## src/common/psf_pkg.sv

```systemverilog
// package of constants, types and carriers for the processor flags word block
package psf_pkg;

    // ==================================================================
    // register map (byte addresses on the apb bus)
    // ==================================================================
    localparam logic [7:0] PSF_FLAGS_OFFSET = 8'hD0; // processor_flags_word
    localparam logic [7:0] PSF_BITACC_OFFSET = 8'hD4; // single bit write port
    localparam logic [7:0] PSF_FLAGS_RESET = 8'h00; // every bit clear
    localparam logic [31:0] PSF_READ_ZERO = 32'h0000_0000; // unmapped read data

    // ==================================================================
    // field positions inside processor_flags_word
    // ==================================================================
    localparam int PSF_CARRY_POS = 7; // carry_out_flag
    localparam int PSF_HALF_POS = 6; // half_carry_flag
    localparam int PSF_USER0_POS = 5; // user_flag_zero
    localparam int PSF_BANK_HI_POS = 4; // bank_select_field msb
    localparam int PSF_BANK_LO_POS = 3; // bank_select_field lsb
    localparam int PSF_RANGE_POS = 2; // signed_range_flag
    localparam int PSF_USER1_POS = 1; // user_flag_one
    localparam int PSF_PARITY_POS = 0; // parity, read only

    // ==================================================================
    // bit access register layout
    // ==================================================================
    localparam int PSF_BITSEL_LSB = 0; // bits 2:0 pick the flag bit
    localparam int PSF_BITSEL_MSB = 2;
    localparam int PSF_BITVAL_POS = 3; // value written into that bit

    // ==================================================================
    // arithmetic operations reported by the core, one-hot codes
    // ==================================================================
    typedef enum logic [4:0] {
        PSF_OP_ADD = 5'h01, // add
        PSF_OP_ADD_WITH_CARRY_OP = 5'h02, // add_with_carry_op
        PSF_OP_SUBTRACT_WITH_BORROW_OP = 5'h04, // subtract_with_borrow_op
        PSF_OP_MUL = 5'h08, // multiply
        PSF_OP_DIV = 5'h10 // divide
    } psf_op_t;

    // one operation result request from the core datapath
    typedef struct packed {
        logic valid; // one-cycle strobe
        psf_op_t op; // which operation
        logic [7:0] lhs; // accumulator operand
        logic [7:0] rhs; // second operand or divisor
    } psf_alu_req_t;

    // apb request signals driven by the bus master
    typedef struct packed {
        logic psel;
        logic penable;
        logic pwrite;
        logic [7:0] paddr;
        logic [31:0] pwdata;
    } psf_apb_req_t;

endpackage : psf_pkg

```

## src/hw/psf_flags.sv

```systemverilog
// processor flags word: arithmetic flags, user flags, bank select and apb access
//
// What this block does
// - two user flags change only by software
// - bank code picks 8-byte register window
// - add, add_with_carry_op, subtract_with_borrow_op set overflow on sign change
// - multiply product above 255 sets overflow
// - divide by zero sets overflow
// - otherwise those operations clear overflow
// - r0-r7 resolve into the selected bank
//
// The APB slave port was chosen for this implementation.
module psf_flags (
    input wire logic clk_i,
    input wire logic rst_i,
    input wire psf_pkg::psf_apb_req_t apb_i,
    output logic [31:0] prdata_o,
    output logic pready_o,
    output logic pslverr_o,
    input wire psf_pkg::psf_alu_req_t alu_i,
    input wire logic [7:0] acc_i,
    input wire logic [2:0] reg_idx_i,
    output logic [7:0] flags_o,
    output logic [4:0] reg_addr_o
);

    // ==================================================================
    // state
    // ==================================================================
    logic cy_q; // carry out of bit 7 or borrow into it
    logic ac_q; // nibble carry or borrow
    logic ov_q; // signed range overflow
    logic f0_q; // software flag zero
    logic f1_q; // software flag one
    logic [1:0] bank_q; // working register bank
    logic par_q; // accumulator parity
    logic pready_q; // apb answer strobe
    logic pslverr_q; // apb error for unmapped address
    logic [31:0] prdata_q; // apb read data
    logic [4:0] reg_addr_q; // resolved register data address

    // ==================================================================
    // address decode
    // ==================================================================
    // returns {bit access hit, flags word hit}; used for read and write
    function automatic logic [1:0] psf_decode(input logic [7:0] addr);
        logic [1:0] hit;
        hit = 2'b00;
        if (addr == psf_pkg::PSF_FLAGS_OFFSET) begin
            hit = 2'b01;
        end else if (addr == psf_pkg::PSF_BITACC_OFFSET) begin
            hit = 2'b10;
        end
        return hit;
    endfunction : psf_decode

    logic [1:0] hit; // decode of the present address
    logic setup_ph; // apb setup cycle
    logic access_done; // access cycle completing now
    logic wr_flags; // whole word write this edge
    logic wr_bit; // single bit write this edge
    logic [2:0] bit_sel; // bit picked by a bit write
    logic bit_val; // value for that bit

    assign hit = psf_decode(apb_i.paddr);
    assign setup_ph = apb_i.psel && !apb_i.penable;
    assign access_done = apb_i.psel && apb_i.penable && pready_q;
    assign wr_flags = access_done && apb_i.pwrite && hit[0];
    assign wr_bit = access_done && apb_i.pwrite && hit[1];
    assign bit_sel = apb_i.pwdata[psf_pkg::PSF_BITSEL_MSB:psf_pkg::PSF_BITSEL_LSB];
    assign bit_val = apb_i.pwdata[psf_pkg::PSF_BITVAL_POS];

    // ==================================================================
    // arithmetic flag evaluation
    // ==================================================================
    logic [8:0] sum9; // add result with carry out
    logic [4:0] sum_nib; // low nibble add with carry out
    logic [8:0] dif9; // subtract result with borrow in msb
    logic [4:0] dif_nib; // low nibble subtract with borrow
    logic [15:0] prod; // full multiply product
    logic cin; // carry in, only for add_with_carry_op and subtract_with_borrow_op
    logic add_ovf; // sign change on addition
    logic sub_ovf; // sign change on subtraction

    // carry in comes from the stored flag; plain add ignores it
    assign cin = (alu_i.op == psf_pkg::PSF_OP_ADD) ? 1'b0 : cy_q;
    assign sum9 = {1'b0, alu_i.lhs} + {1'b0, alu_i.rhs} + {8'h00, cin};
    assign sum_nib = {1'b0, alu_i.lhs[3:0]} + {1'b0, alu_i.rhs[3:0]} + {4'h0, cin};
    assign dif9 = {1'b0, alu_i.lhs} - {1'b0, alu_i.rhs} - {8'h00, cin};
    assign dif_nib = {1'b0, alu_i.lhs[3:0]} - {1'b0, alu_i.rhs[3:0]} - {4'h0, cin};
    assign prod = 16'(alu_i.lhs) * 16'(alu_i.rhs);
    // same-sign operands giving a different-sign result
    assign add_ovf = (alu_i.lhs[7] == alu_i.rhs[7]) && (sum9[7] != alu_i.lhs[7]);
    // opposite-sign operands where the result leaves the minuend sign
    assign sub_ovf = (alu_i.lhs[7] != alu_i.rhs[7]) && (dif9[7] != alu_i.lhs[7]);

    // ==================================================================
    // arithmetic flags: software writes, then arithmetic wins
    // ==================================================================
    // arithmetic is applied last so a result landing with a write is not lost
    always_ff @(posedge clk_i or posedge rst_i) begin
        if (rst_i) begin
            cy_q <= 1'b0;
            ac_q <= 1'b0;
            ov_q <= 1'b0;
        end else begin
            if (wr_flags) begin
                cy_q <= apb_i.pwdata[psf_pkg::PSF_CARRY_POS];
                ac_q <= apb_i.pwdata[psf_pkg::PSF_HALF_POS];
                ov_q <= apb_i.pwdata[psf_pkg::PSF_RANGE_POS];
            end else if (wr_bit) begin
                // only the arithmetic bits are handled here
                if (bit_sel == 3'(psf_pkg::PSF_CARRY_POS)) begin
                    cy_q <= bit_val;
                end
                if (bit_sel == 3'(psf_pkg::PSF_HALF_POS)) begin
                    ac_q <= bit_val;
                end
                if (bit_sel == 3'(psf_pkg::PSF_RANGE_POS)) begin
                    ov_q <= bit_val;
                end
            end
            if (alu_i.valid) begin
                unique case (alu_i.op)
                    psf_pkg::PSF_OP_ADD,
                    psf_pkg::PSF_OP_ADD_WITH_CARRY_OP: begin
                        cy_q <= sum9[8];
                        ac_q <= sum_nib[4];
                        ov_q <= add_ovf;
                    end
                    psf_pkg::PSF_OP_SUBTRACT_WITH_BORROW_OP: begin
                        cy_q <= dif9[8];
                        ac_q <= dif_nib[4];
                        ov_q <= sub_ovf;
                    end
                    psf_pkg::PSF_OP_MUL: begin
                        // carry always clears; half carry is left alone
                        cy_q <= 1'b0;
                        ov_q <= |prod[15:8];
                    end
                    psf_pkg::PSF_OP_DIV: begin
                        cy_q <= 1'b0;
                        ov_q <= (alu_i.rhs == 8'h00);
                    end
                    default: begin
                        // non one-hot code: flags hold
                    end
                endcase
            end
        end
    end

    // ==================================================================
    // software-owned bits: user flags and bank select
    // ==================================================================
    // arithmetic never reaches these bits
    always_ff @(posedge clk_i or posedge rst_i) begin
        if (rst_i) begin
            f0_q <= 1'b0;
            f1_q <= 1'b0;
            bank_q <= 2'b00;
        end else if (wr_flags) begin
            f0_q <= apb_i.pwdata[psf_pkg::PSF_USER0_POS];
            f1_q <= apb_i.pwdata[psf_pkg::PSF_USER1_POS];
            bank_q <= apb_i.pwdata[psf_pkg::PSF_BANK_HI_POS:psf_pkg::PSF_BANK_LO_POS];
        end else if (wr_bit) begin
            // single bit access, the bit-addressable path
            if (bit_sel == 3'(psf_pkg::PSF_USER0_POS)) begin
                f0_q <= bit_val;
            end
            if (bit_sel == 3'(psf_pkg::PSF_USER1_POS)) begin
                f1_q <= bit_val;
            end
            if (bit_sel == 3'(psf_pkg::PSF_BANK_HI_POS)) begin
                bank_q[1] <= bit_val;
            end
            if (bit_sel == 3'(psf_pkg::PSF_BANK_LO_POS)) begin
                bank_q[0] <= bit_val;
            end
        end
    end

    // ==================================================================
    // parity of the accumulator
    // ==================================================================
    // one cycle behind the accumulator so the output comes from a flop;
    // writes cannot touch it
    always_ff @(posedge clk_i or posedge rst_i) begin
        if (rst_i) begin
            par_q <= 1'b0;
        end else begin
            par_q <= ^acc_i;
        end
    end

    // ==================================================================
    // register operand resolution
    // ==================================================================
    // bank code forms the two high address bits over the operand index
    always_ff @(posedge clk_i or posedge rst_i) begin
        if (rst_i) begin
            reg_addr_q <= 5'h00;
        end else begin
            reg_addr_q <= {bank_q, reg_idx_i};
        end
    end

    // ==================================================================
    // apb slave: answer in the first access cycle
    // ==================================================================
    // read data is captured in setup; a flag changing in that one cycle
    // shows up on the next read, which is the trade for a flop output
    always_ff @(posedge clk_i or posedge rst_i) begin
        if (rst_i) begin
            pready_q <= 1'b0;
            pslverr_q <= 1'b0;
            prdata_q <= psf_pkg::PSF_READ_ZERO;
        end else begin
            pready_q <= setup_ph;
            if (setup_ph) begin
                pslverr_q <= (hit == 2'b00);
                if (!apb_i.pwrite && hit[0]) begin
                    prdata_q <= {24'h00_0000, flags_o};
                end else begin
                    // bit access register and unmapped space read zero
                    prdata_q <= psf_pkg::PSF_READ_ZERO;
                end
            end else if (access_done) begin
                pslverr_q <= 1'b0;
            end
        end
    end

    // ==================================================================
    // outputs
    // ==================================================================
    assign flags_o = {cy_q, ac_q, f0_q, bank_q, ov_q, f1_q, par_q};
    assign reg_addr_o = reg_addr_q;
    assign prdata_o = prdata_q;
    assign pready_o = pready_q;
    assign pslverr_o = pslverr_q;

    logic sw_wr; // any software write this edge
    assign sw_wr = wr_flags || wr_bit;

    // sign-extended subtract with borrow; the top three bits disagree only
    // when the true result leaves the signed byte range
    logic [9:0] sdiff; // wide signed difference for the checker
    assign sdiff = {{2{alu_i.lhs[7]}}, alu_i.lhs} - {{2{alu_i.rhs[7]}}, alu_i.rhs} - {9'h000, cy_q};
endmodule : psf_flags

```

## config.mk

```make
export PLATFORM = sky130hd
export DESIGN_NAME = psf_flags
export DESIGN_NICKNAME = d
export VERILOG_FILES = /design/src/common/psf_pkg.sv /design/src/hw/psf_flags.sv
export SDC_FILE = /design/constraint.sdc
export NUM_CORES = 1
export LEC_CHECK = 0
export BUFFER_PORTS_ARGS = -buffer_cell sky130_fd_sc_hd__buf_4
export CORE_AREA = 5 5 120 122
export CTS_CLUSTER_SIZE = 28
export DETAILED_ROUTE_END_ITERATION = 10
export DIE_AREA = 0 0 125 127
export GPL_TIMING_DRIVEN = 0
export PLACE_DENSITY = 0.61
export SYNTH_ARGS = -nofsm -noshare
export SYNTH_HDL_FRONTEND = slang
export SYNTH_SLANG_ARGS = --single-unit
```

## constraint.sdc

```tcl
create_clock -name clk_i -period 4.8 [get_ports clk_i]
set_input_delay 0.48 -clock clk_i [delete_from_list [all_inputs] [get_ports clk_i]]
set_output_delay 0.48 -clock clk_i [all_outputs]
set_load 0.1 [all_outputs]
```

# Word-level counts from Yosys, hierarchy flattened
# Cells that the tools add are included.
# totals
input_bits,78
regBits,47
wordCells,97
# op_classes
n_mux,31
n_reduce_logical,27
n_eq_ne,18
n_addsub,8
n_mul,1
# ops
op,count
1-bit two-way mux,23
8-bit == test (second input constant),2
8-bit by 8-bit multiplier with 16-bit output,1
3-bit == test (second input constant),4
2-bit nonzero test,6
8-bit by 8-bit adder with 9-bit output,1
9-bit by 1-bit adder with 9-bit output,1
1-bit logical AND,9
8-bit by 8-bit subtractor with 9-bit output,1
9-bit by 1-bit subtractor with 9-bit output,1
8-bit logical NOT,1
2-bit two-way mux,4
8-bit two-way mux,1
2-bit AND reduction,4
8-bit OR reduction,1
8-bit XOR reduction,1
3-bit by 2-bit == test with 1-bit output (second input constant),2
4-bit by 4-bit adder with 5-bit output,1
5-bit by 1-bit adder with 5-bit output,1
5-bit by 1-bit == test with 1-bit output (second input constant),1
5-bit by 2-bit == test with 1-bit output (second input constant),1
5-bit by 3-bit == test with 1-bit output (second input constant),1
5-bit by 4-bit == test with 1-bit output (second input constant),1
5-bit == test (second input constant),1
other kinds (11),15

# Depth between registers and ports, before layout
# logic_depth
ltp_word,8
depth_mapped,17

# Worst setup path before layout
# Ideal clock, no wire load.
# synth_path
path_type,input -> register
start,input port alu_i[15] in the netlist's numbering
end,register ov_q
arrival_ps,4184
setup_slack_ps,487
stages,15
path_buffers,1
setup_ps,129
path_cell_list,clkbuf_1 nand2_1 fa_1 fa_1 fa_1 inv_1 fa_1 ha_1 or3b_2 a21oi_1 o2bb2ai_1 o21ai_0 nand4_1 o21ai_0 a21oi_1
# synth_between
elab_chain_len,6
word_cells_on_any_way,14
cone_classes,add/sub: 4; mul: 1; eq/ne: 4; mux: 2; reduce/logical: 3
# synth_lines
element,line,text
"start, declared",psf_flags.sv:20,"input wire psf_pkg::psf_alu_req_t alu_i,"
branches (longest 4 deep; another with 8-bit by 8-bit multiplier with 16-bit output),--,
1-bit one-hot mux with 4 select lines *,psf_flags.sv:124,unique case (alu_i.op)
1-bit two-way mux *,psf_flags.sv:123,if (alu_i.valid) begin
"end signal, assigned",psf_flags.sv:120,ov_q <= bit_val;
"end signal, assigned",psf_flags.sv:129,ov_q <= add_ovf;
"end signal, assigned",psf_flags.sv:134,ov_q <= sub_ovf;
"end, declared",psf_flags.sv:32,logic ov_q;
# Mark *: on every way between the ends.
# A chain may end at the register's enable or synchronous reset.

# Worst setup path after layout
# layout_path
start,input port alu_i[4] in the netlist's numbering
end,register ov_q
# Same word-level chain as after synthesis.

==> flow_metrics.py <==
metrics = {
    "logic_synthesis": {
        "yosysTopAreaCell": "fa_1",
        "yosysUniqueCellTypes": 60,
        "synth-seq-cells": 23,
        "synth_top_area_share_pct": 18.2,
        "ys_seq_area_share_pct": 14.9,
        "synth_common_cells": "69 x inv_1, 54 x ha_1, 36 x nand2_1, 35 x fa_1, 30 x buf_4",
        "synth_edf_count": 0,
        "ys_top_cells_by_area": "fa_1 18%, ha_1 18%, dfrtp_1 15%, inv_1 6.7%, buf_4 5.8%",
        "syn_inst": 436,
        "netlist_area_sq_mm": 0.00386,
        "yosysMostFrequentCell": "inv_1",
        "synth_flop_cell": "dfrtp_1",
        "async_flop_share_pct": 100,
        "synth_warnings": 0,
        "avgSynthCellArea_sq_um": 8.85,
    },
    "floorplanning": {
        "core_area_sq_mm": 0.0131,
        "die_h_um": 127,
        "start_util_pct": 29.5,
        "dieArea_sq_mm": 0.0159,
        "die_w_um": 125,
        "ios": 125,
        "rows": 42,
    },
    "cts": {
        "cts.sinks": 23,
        "clockBufferDepth": 2,
        "cts_root_buf": "clkbuf_16",
        "numCtsBuffers": 3,
        "cts_tree": "done",
        "clk_latency_ps": 250,
        "clkTransAtPathRegs_ps": 60,
        "cts_setup_buffers": 0,
        "htreeDepth": 1,
    },
    "power": {
        "switching_share_pct": 50.0,
        "ir_worst_vdd_mv": 0.176,
        "netSwitchingPower_uw": 664,
        "p_clk_share_pct": 13.4,
        "p_total_uw": 1330,
        "p_int_uw": 663,
        "p_comb_share_pct": 70.0,
        "powerDensity_mw_per_mm2": 277,
        "pwr-share-seq_pct": 16.6,
        "p_leak_uw": 0.00250,
    },
    "global_route": {
        "antenna_found_initial": 0,
        "grt_use_total_pct": 11.6,
        "grt_pass1_wl_um": 15700,
        "grt_max_degree": 24,
        "grt_pass1_vias": 3299,
        "grt-ovfl-total": 0,
    },
    "sta": {
        "tightest_slew_ps": 859,
        "hold_viol": 0,
        "fmax_ghz": 0.218,
        "max_slew_margin_pct": 42.7,
        "rsz0062_at_grt": "false",
        "finalSetupViolations": 0,
        "period_share_pct": 95.7,
        "finalCriticalPeriod_ps": 4590,
        "tns_ps": 0,
        "maxSlewViolCount": 0,
        "skew_ps": 0.727,
    },
    "worst_setup_path": {
        "required_ps": 4930,
        "max_stage_delay_ps": 550,
        "ff2ff_path_depth": 10,
        "path_class": "in2reg",
        "crit_chain": "buf_4, ha_1, fa_1, inv_1, fa_1, fa_1, fa_1, inv_1, ha_1, or4_1, nor2_1, o2bb2ai_1, o21ai_0, nand4_1, o21ai_0, a21oi_1",
        "r2r-end": "ov_q",
        "endpoint_kind": "register",
        "crit_top_cell": "fa_1",
        "cp_num_buf_inv": 3,
        "worstPathMaxFanout": 10,
        "worst_setup_path_start_kind": "primary input",
        "r2r_start": "cy_q",
        "crit_family": "adder cells",
        "crit_arrival_ps": 4720,
        "cpMaxStageDelayCell": "fa_1",
        "r2r_setup_slack_ps": 1930,
    },
    "placement": {
        "place_congestion": 0.805,
        "port_buffers": 74,
        "detailed_place_hpwl_um": 8100,
    },
    "routing": {
        "drc": 0,
        "avgViaCountPerCell": 4.62,
        "wirelength_um": 9380,
        "ant_nets": 0,
        "drt_iter0_drc": 192,
        "wl_per_cell_um": 13.2,
        "firstDrtPassIters": 4,
        "num_vias": 3291,
    },
    "final_layout": {
        "diodes": 0,
        "regArea_sq_um": 576,
        "drive_above_1_share_pct": 22.2,
        "fin_nets": 704,
        "area.growth.synth_to_final_pct": 24.3,
        "largest_reg_flops": 8,
        "postLayoutCoreUtil_pct": 36.7,
        "multi_input_area_sq_mm": 0.00286,
        "n_fill_cell": 1355,
    },
    "outcome": {
        "outcome": "finished clean",
    },
    "worst_hold_path": {
        "min_path_cells": 1,
        "whs_endpoint": "reg_addr_o[1]",
        "hp-start": "reg_idx_i[1]",
        "hold_path.class": "in2reg",
    },
    "flow_run": {
        "maxCapViolCount": 0,
    },
}
power by group through the flow:
stage          Clock [uW]  Combinational, uW  Sequential (uW)
2_1_floorplan           0                697              241
3_3_place_gp            0                898              223
3_5_place_dp            0                925              224
4_1_cts               181                934              220
5_1_grt               189               1040              222
6_report              178                928              220
how the worst max path moves through the flow:
stage | cells past startpoint | startpoint | slack [ps] | endpoint
2_1_floorplan | 15 | alu_i[15] | 490 | ov_q
3_3_place_gp | 18 | alu_i[3] | -9 | ov_q
3_5_place_dp | 16 | alu_i[15] | -120 | ov_q
4_1_cts | 16 | alu_i[15] | 140 | ov_q
5_1_grt | 16 | alu_i[11] | 40 | ov_q
6_report | 16 | alu_i[4] | 210 | ov_q
worst register-to-register path: cells and delay by family, from the launching register on:
family | cells | cell delay [ps]
AOI/OAI and AO/OA | 6 | 1250
adders and majority gates | 2 | 550
and+or+nand+nor | 2 | 520
DFF | 1 | 470
logic make-up (layout without fill, tap and decap cells):
| logic type | Yosys count | count (layout) | synth area share, % |
|---|---|---|---|
| AND/OR/NAND/NOR | 132 | 132 | 18.3 |
| other | 1 | 24 | 0.0972 |
| AO/OA/AOI/OAI | 65 | 65 | 12.2 |
| adder cells (fa/ha/maj) | 89 | 89 | 35.7 |
| XOR/XNOR | 15 | 15 | 3.40 |
| flip-flops | 23 | 23 | 14.9 |
| multiplexers | 8 | 8 | 2.24 |
| buffers and inverters | 103 | 180 | 13.2 |
cells in the final DEF (no fill, tap or decap), types with 2 or more instances in the layout:
cell,instances
a211oi_1,2
a21oi_1,11
a22o_1,10
a31oi_1,3
and2_1,24
and3_1,2
buf_2,2
buf_4,104
clkbuf_16,3
conb_1,24
dfrtp_1,23
fa_1,35
ha_1,54
inv_1,69
mux2i_1,6
nand2_1,36
nand2b_1,3
nand3_1,12
nand4_1,4
nor2_1,24
nor2b_1,2
nor3_1,4
nor3_2,2
nor4_1,6
nor4_2,2
o211ai_1,3
o21ai_0,11
o21ai_1,2
o21bai_1,3
o311a_1,2
o31a_1,2
o31ai_1,2
or3_1,2
or4_1,2
xnor2_1,12
xor2_1,3
through the flow:
step / hold WS [ps] / instances / setup slack [ps] / area (sq um)
global placement: 421 / 709 / -8.50 / 4720
floorplan: 467 / 459 / 487 / 3950
CTS: 332 / 713 / 136 / 4800
global route: 332 / 712 / 35.4 / 4800
finish: 333 / 712 / 208 / 4800
detailed placement: 430 / 709 / -120 / 4720
area by class of cell:
cell class	instances	share of cell area [%]
multi-input combinational	333	59.6
sequential	23	12.0
timing repair buffer	74	11.6
clock buffer	4	1.64
tap	176	4.59
buffer	33	5.14
inverter	69	5.40
routing by layer:
metal,GRT usage [%],wire length [um],vias to the layer above
met4,2.17,99,0
met5,0,0,-
li1,-,-,1616
met3,1.54,503,8
met1,15.9,4240,1570
met2,19.7,4530,97
what timing repair did:
item | CTS | global route
gates resized for setup | 0 | 1
hold buffers | 0 | 0
setup endpoints to repair | 0 | 1
(Power assumes the default switching activity.)
